==> src/iop_defines.vh <==
// register offsets, reset values and widths for the io port block
`ifndef IOP_DEFINES_VH
`define IOP_DEFINES_VH

// ---------------------------------------------------------------
// register indices (port base + register)
// ---------------------------------------------------------------
`define IOP_ADDR_W        4
`define IOP_REG_FSEL      2'h0
`define IOP_REG_DVAL      2'h1
`define IOP_REG_PAD       2'h2
`define IOP_REG_DEN       2'h3
`define IOP_PORT_A        2'h0
`define IOP_PORT_B        2'h1
`define IOP_PORT_C        2'h2

// ---------------------------------------------------------------
// reset values
// ---------------------------------------------------------------
`define IOP_RST_FSEL      8'h00
`define IOP_RST_DEN       8'h00
`define IOP_RST_DVAL      8'h00

// ---------------------------------------------------------------
// alternate direction per port: 1 = output type
// ---------------------------------------------------------------
`define IOP_ALT_OUT_A     8'hFF
`define IOP_ALT_OUT_B     8'h88
`define IOP_ALT_OUT_C     8'hC2
`define IOP_PORT_A_A_SMALL   8'h03

`endif

==> src/iop_sync.v <==
// two-flop synchroniser for pad levels
`timescale 1ns/10ps
module iop_sync #(
    parameter WIDTH = 8
) (
    input  wire             clk_sys,
    input  wire             rstn,
    input  wire [WIDTH-1:0] async_in,
    output reg  [WIDTH-1:0] sync_out
);
    reg [WIDTH-1:0] meta_q;

    always @(posedge clk_sys or negedge rstn) begin
        if (!rstn) begin
            meta_q   <= {WIDTH{1'b0}};
            sync_out <= {WIDTH{1'b0}};
        end else begin
            meta_q   <= async_in;
            sync_out <= meta_q;
        end
    end
endmodule // iop_sync

==> src/iop_port_mux.v <==
// three 8-bit io ports with alternate function multiplexing
// Operation
// - three memory-mapped 8-bit ports give twenty-four pins
// - reduced package keeps ports b, c and only two port a bits
// - each pin has a processor-written drive value latch
// - drive enable 0 makes input, 1 drives the latched value
// - pad level bit reads the real pin level, except port a bits 7:2 read 0 in the reduced package
// - function select 0 gives io, 1 gives alternate function
// - port a alternates are timer, memory strobe and uart outputs
// - port b alternates are timer2, uart1 and interrupt signals
// - port c alternates are uart0, interrupts, timer clocks, strobes
// - output alternate with select 0 is fully disconnected
// - output alternate with select 1 drives pin, latch disconnected
// - input alternate always fed from pad whatever the mode
// - input alternate with select 1 disconnects latch and buffer
// - at reset all selects and enables are zero
`timescale 1ns/10ps
`include "iop_defines.vh"
module iop_port_mux #(
    parameter SMALL_PKG = 0
) (
    input  wire        clk_sys,
    input  wire        rstn,
    // processor register port
    input  wire [3:0]  reg_addr,
    input  wire        reg_wr,
    input  wire [7:0]  reg_wdata,
    output reg  [7:0]  reg_rdata,
    // pins
    input  wire [7:0]  port_a_in,
    output reg  [7:0]  port_a_out,
    output reg  [7:0]  port_a_oe,
    input  wire [7:0]  port_b_in,
    output reg  [7:0]  port_b_out,
    output reg  [7:0]  port_b_oe,
    input  wire [7:0]  port_c_in,
    output reg  [7:0]  port_c_out,
    output reg  [7:0]  port_c_oe,
    // alternate outputs
    input  wire        timer0_overflow_pulse,
    input  wire        timer1_overflow_pulse,
    input  wire        ext_mem_oe_n,
    input  wire        ext_mem_cs_n,
    input  wire        fast_store_strobe,
    input  wire        fast_fetch_strobe,
    input  wire        uart0_sync_data_out,
    input  wire        uart1_sync_data_out,
    input  wire        uart1_tx_line,
    input  wire        timer2_overflow_pulse,
    input  wire        uart0_tx_line,
    input  wire        write_strobe_n,
    input  wire        read_strobe_n,
    // alternate inputs
    output reg         timer2_count_in,
    output reg         timer2_capture_reload_in,
    output reg         uart1_rx_line,
    output reg         ext_irq4_in,
    output reg         ext_irq5_in,
    output reg         ext_irq6_in,
    output reg         uart0_rx_line,
    output reg         ext_irq0_low_in,
    output reg         ext_irq1_low_in,
    output reg         timer0_count_in,
    output reg         timer1_count_in
);
    // ---------------------------------------------------------------
    // register state
    // ---------------------------------------------------------------
    reg  [7:0]  fsel_q [0:2];
    reg  [7:0]  dval_q [0:2];
    reg  [7:0]  den_q  [0:2];
    wire [7:0]  pad_a;
    wire [7:0]  pad_b;
    wire [7:0]  pad_c;
    wire [7:0]  alt_a;
    wire [7:0]  alt_b;
    wire [7:0]  alt_c;
    wire [7:0]  pin_mask_a;
    wire [1:0]  sel_port;
    wire [1:0]  sel_reg;
    integer     i;

    assign sel_port = reg_addr[3:2];
    assign sel_reg  = reg_addr[1:0];
    assign pin_mask_a = (SMALL_PKG != 0) ? `IOP_PORT_A_A_SMALL : 8'hFF;

    // ---------------------------------------------------------------
    // pad synchronisers
    // ---------------------------------------------------------------
    iop_sync #(.WIDTH(24)) u_sync (
        .clk_sys  (clk_sys),
        .rstn     (rstn),
        .async_in ({port_c_in, port_b_in, port_a_in}),
        .sync_out ({pad_c, pad_b, pad_a})
    );

    // ---------------------------------------------------------------
    // alternate output vectors
    // ---------------------------------------------------------------
    assign alt_a = {uart1_sync_data_out, uart0_sync_data_out,
                    fast_fetch_strobe, fast_store_strobe,
                    ext_mem_cs_n, ext_mem_oe_n,
                    timer1_overflow_pulse, timer0_overflow_pulse};
    assign alt_b = {timer2_overflow_pulse, 3'h0, uart1_tx_line,
                    3'h0};
    assign alt_c = {read_strobe_n, write_strobe_n, 4'h0,
                    uart0_tx_line, 1'b0};

    // pin drive: select 0 uses latch and enable, 1 uses alternate
    function [15:0] pin_drive;
        input [7:0] fsel;
        input [7:0] dval;
        input [7:0] den;
        input [7:0] alt;
        input [7:0] alt_is_out;
        input [7:0] mask;
        reg   [7:0] o;
        reg   [7:0] e;
        begin
            o = (dval & ~fsel) | (alt & fsel & alt_is_out);
            e = ((den & ~fsel) | (fsel & alt_is_out)) & mask;
            pin_drive = {e, o};
        end
    endfunction

    // ---------------------------------------------------------------
    // register writes
    // ---------------------------------------------------------------
    always @(posedge clk_sys or negedge rstn) begin
        if (!rstn) begin
            for (i = 0; i < 3; i = i + 1) begin
                fsel_q[i] <= `IOP_RST_FSEL;
                den_q[i]  <= `IOP_RST_DEN;
                dval_q[i] <= `IOP_RST_DVAL;
            end
        end else if (reg_wr && sel_port != 2'h3) begin
            case (sel_reg)
                `IOP_REG_FSEL: fsel_q[sel_port] <= reg_wdata;
                `IOP_REG_DVAL: dval_q[sel_port] <= reg_wdata;
                `IOP_REG_DEN:  den_q[sel_port]  <= reg_wdata;
                default: ;
            endcase
        end
    end

    // ---------------------------------------------------------------
    // read data and pin/alternate outputs, all registered
    // ---------------------------------------------------------------
    always @(posedge clk_sys or negedge rstn) begin
        if (!rstn) begin
            reg_rdata  <= 8'h00;
            port_a_out <= 8'h00;
            port_a_oe  <= 8'h00;
            port_b_out <= 8'h00;
            port_b_oe  <= 8'h00;
            port_c_out <= 8'h00;
            port_c_oe  <= 8'h00;
            timer2_count_in          <= 1'b0;
            timer2_capture_reload_in <= 1'b0;
            uart1_rx_line            <= 1'b1;
            ext_irq4_in              <= 1'b0;
            ext_irq5_in              <= 1'b0;
            ext_irq6_in              <= 1'b0;
            uart0_rx_line            <= 1'b1;
            ext_irq0_low_in          <= 1'b1;
            ext_irq1_low_in          <= 1'b1;
            timer0_count_in          <= 1'b0;
            timer1_count_in          <= 1'b0;
        end else begin
            {port_a_oe, port_a_out} <= pin_drive(fsel_q[0], dval_q[0],
                den_q[0], alt_a, `IOP_ALT_OUT_A, pin_mask_a);
            {port_b_oe, port_b_out} <= pin_drive(fsel_q[1], dval_q[1],
                den_q[1], alt_b, `IOP_ALT_OUT_B, 8'hFF);
            {port_c_oe, port_c_out} <= pin_drive(fsel_q[2], dval_q[2],
                den_q[2], alt_c, `IOP_ALT_OUT_C, 8'hFF);
            // input alternates always listen to the pad
            timer2_count_in          <= pad_b[0];
            timer2_capture_reload_in <= pad_b[1];
            uart1_rx_line            <= pad_b[2];
            ext_irq4_in              <= pad_b[4];
            ext_irq5_in              <= pad_b[5];
            ext_irq6_in              <= pad_b[6];
            uart0_rx_line            <= pad_c[0];
            ext_irq0_low_in          <= pad_c[2];
            ext_irq1_low_in          <= pad_c[3];
            timer0_count_in          <= pad_c[4];
            timer1_count_in          <= pad_c[5];
            case (sel_reg)
                `IOP_REG_FSEL: reg_rdata <= (sel_port == 2'h3) ? 8'h00
                                            : fsel_q[sel_port];
                `IOP_REG_DVAL: reg_rdata <= (sel_port == 2'h3) ? 8'h00
                                            : dval_q[sel_port];
                `IOP_REG_PAD: begin
                    case (sel_port)
                        `IOP_PORT_A: reg_rdata <= pad_a & pin_mask_a;
                        `IOP_PORT_B: reg_rdata <= pad_b;
                        `IOP_PORT_C: reg_rdata <= pad_c;
                        default:     reg_rdata <= 8'h00;
                    endcase
                end
                default: reg_rdata <= (sel_port == 2'h3) ? 8'h00
                                      : den_q[sel_port];
            endcase
        end
    end
endmodule // iop_port_mux

==> config.mk <==
export PLATFORM = sky130hd
export DESIGN_NAME = iop_port_mux
export DESIGN_NICKNAME = d
export VERILOG_FILES = /design/src/iop_sync.v /design/src/iop_port_mux.v
export VERILOG_INCLUDE_DIRS = /design/src
export SDC_FILE = /design/constraint.sdc
export NUM_CORES = 1
export LEC_CHECK = 0
export BUFFER_PORTS_ARGS = -buffer_cell sky130_fd_sc_hd__buf_4
export CORE_ASPECT_RATIO = 0.9
export CORE_MARGIN = 2
export CORE_UTILIZATION = 29
export CTS_CLUSTER_SIZE = 16
export DETAILED_ROUTE_END_ITERATION = 6
export SLEW_MARGIN = 20
export SYNTH_ARGS = -nofsm -noshare
export SYNTH_HDL_FRONTEND = slang
export SYNTH_SLANG_ARGS = --single-unit
==> constraint.sdc <==
create_clock -name clk_sys -period 1.53 [get_ports clk_sys]
set_input_delay 0.0765 -clock clk_sys [delete_from_list [all_inputs] [get_ports clk_sys]]
set_output_delay 0.0765 -clock clk_sys [all_outputs]
set_load 0.03 [all_outputs]
Word-level counts from Yosys, hierarchy flattened. Cells that the tools add are included.

Memory bits (writable): 0. Word-level logic and storage cells: 83. Flip-flop bits (word level): 187. Bits of input ports: 52. Memory bits (read-only): 0. Memories: 0. Bits in latches: 0.

Reductions and logical operators: 7. Divide/modulo/power cells: 0. Magnitude comparators: 2. Eq/ne operators: 7. Bitwise operators: 19. Shift operators: 0. Multiplexer cells: 19. Multipliers: 0. Add/subtract/negate cells: 0.

Operators by type and width (number): $mux 8 (10); $and 8x8->8 (9); $bwmux 24 (3); $bmux 8 s2 (3); $or 8x8->8 (6); $pmux 8 s3 (2); $not 8->8 (3); $demux 8 s2 (1); $eq 2x2->1 const B (4); $reduce_and 2->1 (3); $eq 2x1->1 const B (2); $logic_not 2->1 (2); $ge 3x3->1 const B (1); $lt 3x1->1 const B (1); $not 2->3 (1); $logic_and 1x1->1 (2); $ne 2x2->1 const B (1).

Depth between registers and ports, before layout.
Depth in word-level cells: 6. Gate-level depth with buffers: 7.

Cells and area by module. A second synthesis with hierarchy kept.

Cell total of the unflattened synthesis: 432. Area, all modules: 6856.6 µm².

Modules (own cells, without submodules): iop_port_mux (cells each 384, times used 1, area each 5655.4 µm²); iop_sync (cells each 48, times used 1, area each 1201.2 µm²).

Least setup slack after synthesis. OpenSTA, ideal clock, no wires.

Kind: input to register. From: input port reg_addr[0]. To: register den_q[0] (netlist bit). Stages: 6. Buffers on the path: 2. Path slack: 276 ps. Arrival time: 1130 ps. Required time: 1405 ps. Path through: clkbuf_2 and2_1 buf_4 nand2_4 nor2_8 mux2_2.

Cells in the longest elaborated chain, start to end: 2.

RTL lines: start, declared (line iop_port_mux.v:25) `input wire [3:0] reg_addr,`; $eq 2x2->1 (line iop_port_mux.v:137) `case (sel_reg)`; $reduce_and 2->1 (no line); end signal, assigned by index (line iop_port_mux.v:133) `` den_q[i] <= `IOP_RST_DEN; ``; end signal, assigned by index (line iop_port_mux.v:140) `` `IOP_REG_DEN: den_q[sel_port] <= reg_wdata; ``; end, declared (line iop_port_mux.v:71) `reg [7:0] den_q [0:2];`.

No other way between the ends. A chain may end at the register's enable or synchronous reset.

Worst setup path in the final report.
From: register u_sync.sync_out[13]. To: register reg_rdata[5].

Cells in the longest elaborated chain, start to end: 2.

RTL lines: start, declared (line iop_sync.v:9) `output reg [WIDTH-1:0] sync_out`; start signal, assigned (line iop_sync.v:16) `sync_out <= {WIDTH{1'b0}};`; start signal, assigned (line iop_sync.v:19) `sync_out <= meta_q;`; $pmux 8 s3 (line iop_port_mux.v:194) `case (sel_port)`; $pmux 8 s3 (line iop_port_mux.v:188) `case (sel_reg)`; end signal, assigned (line iop_port_mux.v:189) `` `IOP_REG_FSEL: reg_rdata <= (sel_port == 2'h3) ? 8'h00 ``; end signal, assigned (line iop_port_mux.v:195) `` `IOP_PORT_A: reg_rdata <= pad_a & pin_mask_a; ``; end signal, assigned (line iop_port_mux.v:196) `` `IOP_PORT_B: reg_rdata <= pad_b; ``; end, declared (line iop_port_mux.v:28) `output reg [7:0] reg_rdata,`.

No other way between the ends.

==> impl_metrics.env <==
export IMPL_ys_seq_area_share_pct=67.9
export IMPL_htree_levels=4
export IMPL_worstSetupPathType="register to register"
export IMPL_nNetsFinal=686
export IMPL_clkTransAtPathRegs_ns=0.07
export IMPL_diodes=0
export IMPL_maxSlewViolCount=0
export IMPL_antenna_found_initial=0
export IMPL_insertion_delay_ns=0.43
export IMPL_ant_nets=0
export IMPL_reg2reg_depth=4
export IMPL_synth_top_area_share_pct=66.4
export IMPL_slew_headroom_pct=68.5
export IMPL_finalSetupViolCount=0
export IMPL_slowest_delay_ns=0.39
export IMPL_grt_max_degree=52
export IMPL_status="complete, no violations"
export IMPL_rows=53
export IMPL_synth_edf_count=0
export IMPL_drc=0
export IMPL_power_density_mw_per_mm2=1440
export IMPL_arrival_ns=1.76
export IMPL_tightest_slew_ns=0.473
export IMPL_cp_depth=4
export IMPL_dp_cells=869
export IMPL_cpMaxStageDelayCell="dfrtp_1"
export IMPL_drv_cap=0
export IMPL_clockRootBuffer="clkbuf_16"
export IMPL_yosysTopAreaCell="dfrtp_1"
export IMPL_path_max_fanout=2
export IMPL_synthCells=443
export IMPL_critical_path_buf_inv_count=0
export IMPL_combPwrFrac_pct=21.3
export IMPL_grt_pass1_wl_um=26600
export IMPL_die_area_mm2=0.0250
export IMPL_dr_pass1_iters=4
export IMPL_crit_chain="mux2_2, a221oi_1, a221oi_1, and3_1"
export IMPL_vdd_drop_max_uv=708
export IMPL_crit_required_ns=1.84
export IMPL_routed_wl_um=17000
export IMPL_areaGrowthSynthToFinish_pct=35.6
export IMPL_seqPwrFrac_pct=47.5
export IMPL_clkSinkCount=187
export IMPL_synth_area_leaders="dfrtp_1 (66%), mux2_2 (15%), mux2i_1 (2.2%)"
export IMPL_switching_power_w=0.00400
export IMPL_layoutNonFillerInstCount=949
export IMPL_yosys_warnings=0
export IMPL_hold_path_class="input pin to register"
export IMPL_viasPerCell=4.52
export IMPL_crit_family="compound AO/OA/AOI/OAI gates"
export IMPL_clock_fmax_mhz=690
export IMPL_holdPathStages=3
export IMPL_clockPowerShare_pct=31.1
export IMPL_design_area_mm2=0.00936
export IMPL_period_share_pct=94.8
export IMPL_synth_avg_cell_area_um2=15.6
export IMPL_vias=4293
export IMPL_drt_iter0_drc=209
export IMPL_wl_per_cell_um=17.9
export IMPL_grt_use_total_pct=14.2
export IMPL_grt_overflow=0
export IMPL_io_pins=119
export IMPL_finalHoldViolCount=0
export IMPL_power_switching_share_pct=29.7
export IMPL_total_power_w=0.0134
export IMPL_endpoint_kind="register"
export IMPL_layout_min_cycle_time_ns=1.45
export IMPL_dpl_instance_area_mm2=0.00828
export IMPL_synth_nets=495
export IMPL_synth_distinct_cells=35
export IMPL_core_mm2=0.0233
export IMPL_port_buffers=118
export IMPL_synthArstFlopShare_pct=100
export IMPL_mappedNetlistArea_mm2=0.00690
export IMPL_skew_ns=0.0111
export IMPL_fp_dieH_um=150
export IMPL_layout_drive_gt1_share_pct=46.8
export IMPL_die_w_um=167
export IMPL_cp_common_cell="a221oi_1"
export IMPL_crit_path_start_kind="register"
export IMPL_start_util_pct=29.6
export IMPL_ys_ff_latch=187
export IMPL_intPower_w=0.00944
export IMPL_clk_path_buf_depth=2
export IMPL_place_hpwl_um=11900
export IMPL_ys_flop_type="dfrtp_1"
export IMPL_grt_setup_unrepaired="no"
export IMPL_grt_pass1_vias=4600
export IMPL_cts_tree="done"
export IMPL_gp_congestion=0.816
export IMPL_p_leak_nw=4.30
export IMPL_numCtsBuffers=17
registers in the layout, summed over array words and instances (netlist names), 8 cells and up:
| signal | cells |
|---|---|
| port_a_out | 8 |
| den_q | 24 |
| dval_q | 24 |
| port_c_out | 8 |
| port_a_oe | 8 |
| reg_rdata | 8 |
| port_c_oe | 8 |
| port_b_oe | 8 |
| u_sync.sync_out | 24 |
| fsel_q | 24 |
| port_b_out | 8 |
| u_sync.meta_q | 24 |
layer usage:
metal | vias to the layer above | routed length [um] | GRT usage [%]
li1 | 1965 | - | -
met5 | - | 0 | 0
met4 | 0 | 364 | 5.86
met1 | 2168 | 7380 | 17.7
met3 | 26 | 878 | 3.94
met2 | 134 | 8360 | 23.4
cell families after synthesis:
| kind of cell | after synthesis | share of synthesized area [%] |
|---|---|---|
| flops | 187 | 67.9 |
| buf+inv | 18 | 1.67 |
| compound gates | 63 | 5.77 |
| mux | 109 | 17.6 |
| simple gates | 66 | 7.11 |
through the flow:
stage / utilization [%] / hold slack (ns) / setup TNS (ns) / worst slack (ns)
2_1_floorplan: - / -0.219 / 0 / 0.276
4_1_cts: 39.9 / 0.0642 / 0 / 0.0128
5_1_grt: 40.1 / 0.0689 / 0 / 0.0214
3_3_place_gp: 35.5 / 0.0389 / -0.0894 / -0.0407
6_report: 40.1 / 0.0796 / 0 / 0.0801
3_5_place_dp: 35.5 / 0.0516 / -0.121 / -0.0464
path summary, 6_finish.rpt:
| check | startpoint | end | slack [ns] |
|---|---|---|---|
| min in group asynchronous | rstn | ext_irq5_in | 0.17 |
| hold / removal | reg_addr[3] | reg_rdata[7] | 0.08 |
| hold reg to reg | u_sync.meta_q[22] | u_sync.sync_out[22] | 0.35 |
| max in group asynchronous | rstn | ext_irq1_low_in | 0.67 |
| setup / recovery | u_sync.sync_out[13] | reg_rdata[5] | 0.08 |
| setup reg to reg | u_sync.sync_out[13] | reg_rdata[5] | 0.08 |
repair_timing:
item,in CTS,in global routing
pin swaps,0,1
endpoints found under the setup margin,1,5
resized for setup,1,3
setup buffers,0,1
hold buffers,47,0
endpoints found under the hold margin,187,0
cell usage after synthesis (2+ instances only):
cell,n
dfrtp_1,183
mux2_2,90
nor2b_1,23
o21ai_0,23
mux2i_1,15
a21oi_1,14
a221oi_1,14
or2_2,14
o22ai_1,8
and3_1,7
nand2_1,5
buf_2,4
buf_6,4
clkbuf_1,4
dfstp_2,4
buf_4,3
mux2_1,3
nor2_4,3
nor2_8,3
inv_2,2
nand2b_1,2
nand4_2,2
worst min-delay path, cell delays in order:
cell and delay [ns]:
buf_4 0.17, a22oi_1 0.10, o221a_1 0.12
cells in the final DEF (no fill, tap or decap), types with 2 or more instances in the layout:
| master | n |
|---|---|
| clkinv_4 | 2 |
| a221oi_2 | 5 |
| a221oi_1 | 10 |
| buf_4 | 135 |
| clkbuf_16 | 17 |
| o22ai_1 | 8 |
| dlygate4sd3_1 | 47 |
| nand4_2 | 2 |
| inv_6 | 6 |
| dfstp_2 | 4 |
| nand2b_1 | 2 |
| mux2_2 | 90 |
| or2_2 | 14 |
| and3_1 | 7 |
| nor2_4 | 3 |
| nor2_8 | 3 |
| nor2b_1 | 22 |
| o21ai_0 | 23 |
| buf_12 | 5 |
| a21oi_1 | 14 |
| nand2_1 | 5 |
| dfrtp_1 | 183 |
| clkinv_2 | 4 |
| mux2_1 | 3 |
| mux2i_1 | 15 |
| inv_2 | 2 |
area by class of cell:
type | count | area, um2
fill | 2238 | 14000
clock buffer | 17 | 425
inverter | 2 | 7.51
multi-input combinational | 238 | 2130
tap | 302 | 378
sequential | 187 | 4680
timing repair buffer | 188 | 1600
clock inverter | 15 | 139
power by group through the flow:
stage          clock [W]  sequential, W  combinational (W)
4_1_cts          0.00432        0.00639            0.00291
6_report         0.00419        0.00639            0.00287
3_5_place_dp           0        0.00647            0.00280
3_3_place_gp           0        0.00646            0.00276
5_1_grt          0.00455        0.00650            0.00306
2_1_floorplan          0        0.00701           0.000963
(Power assumes the default switching activity.)
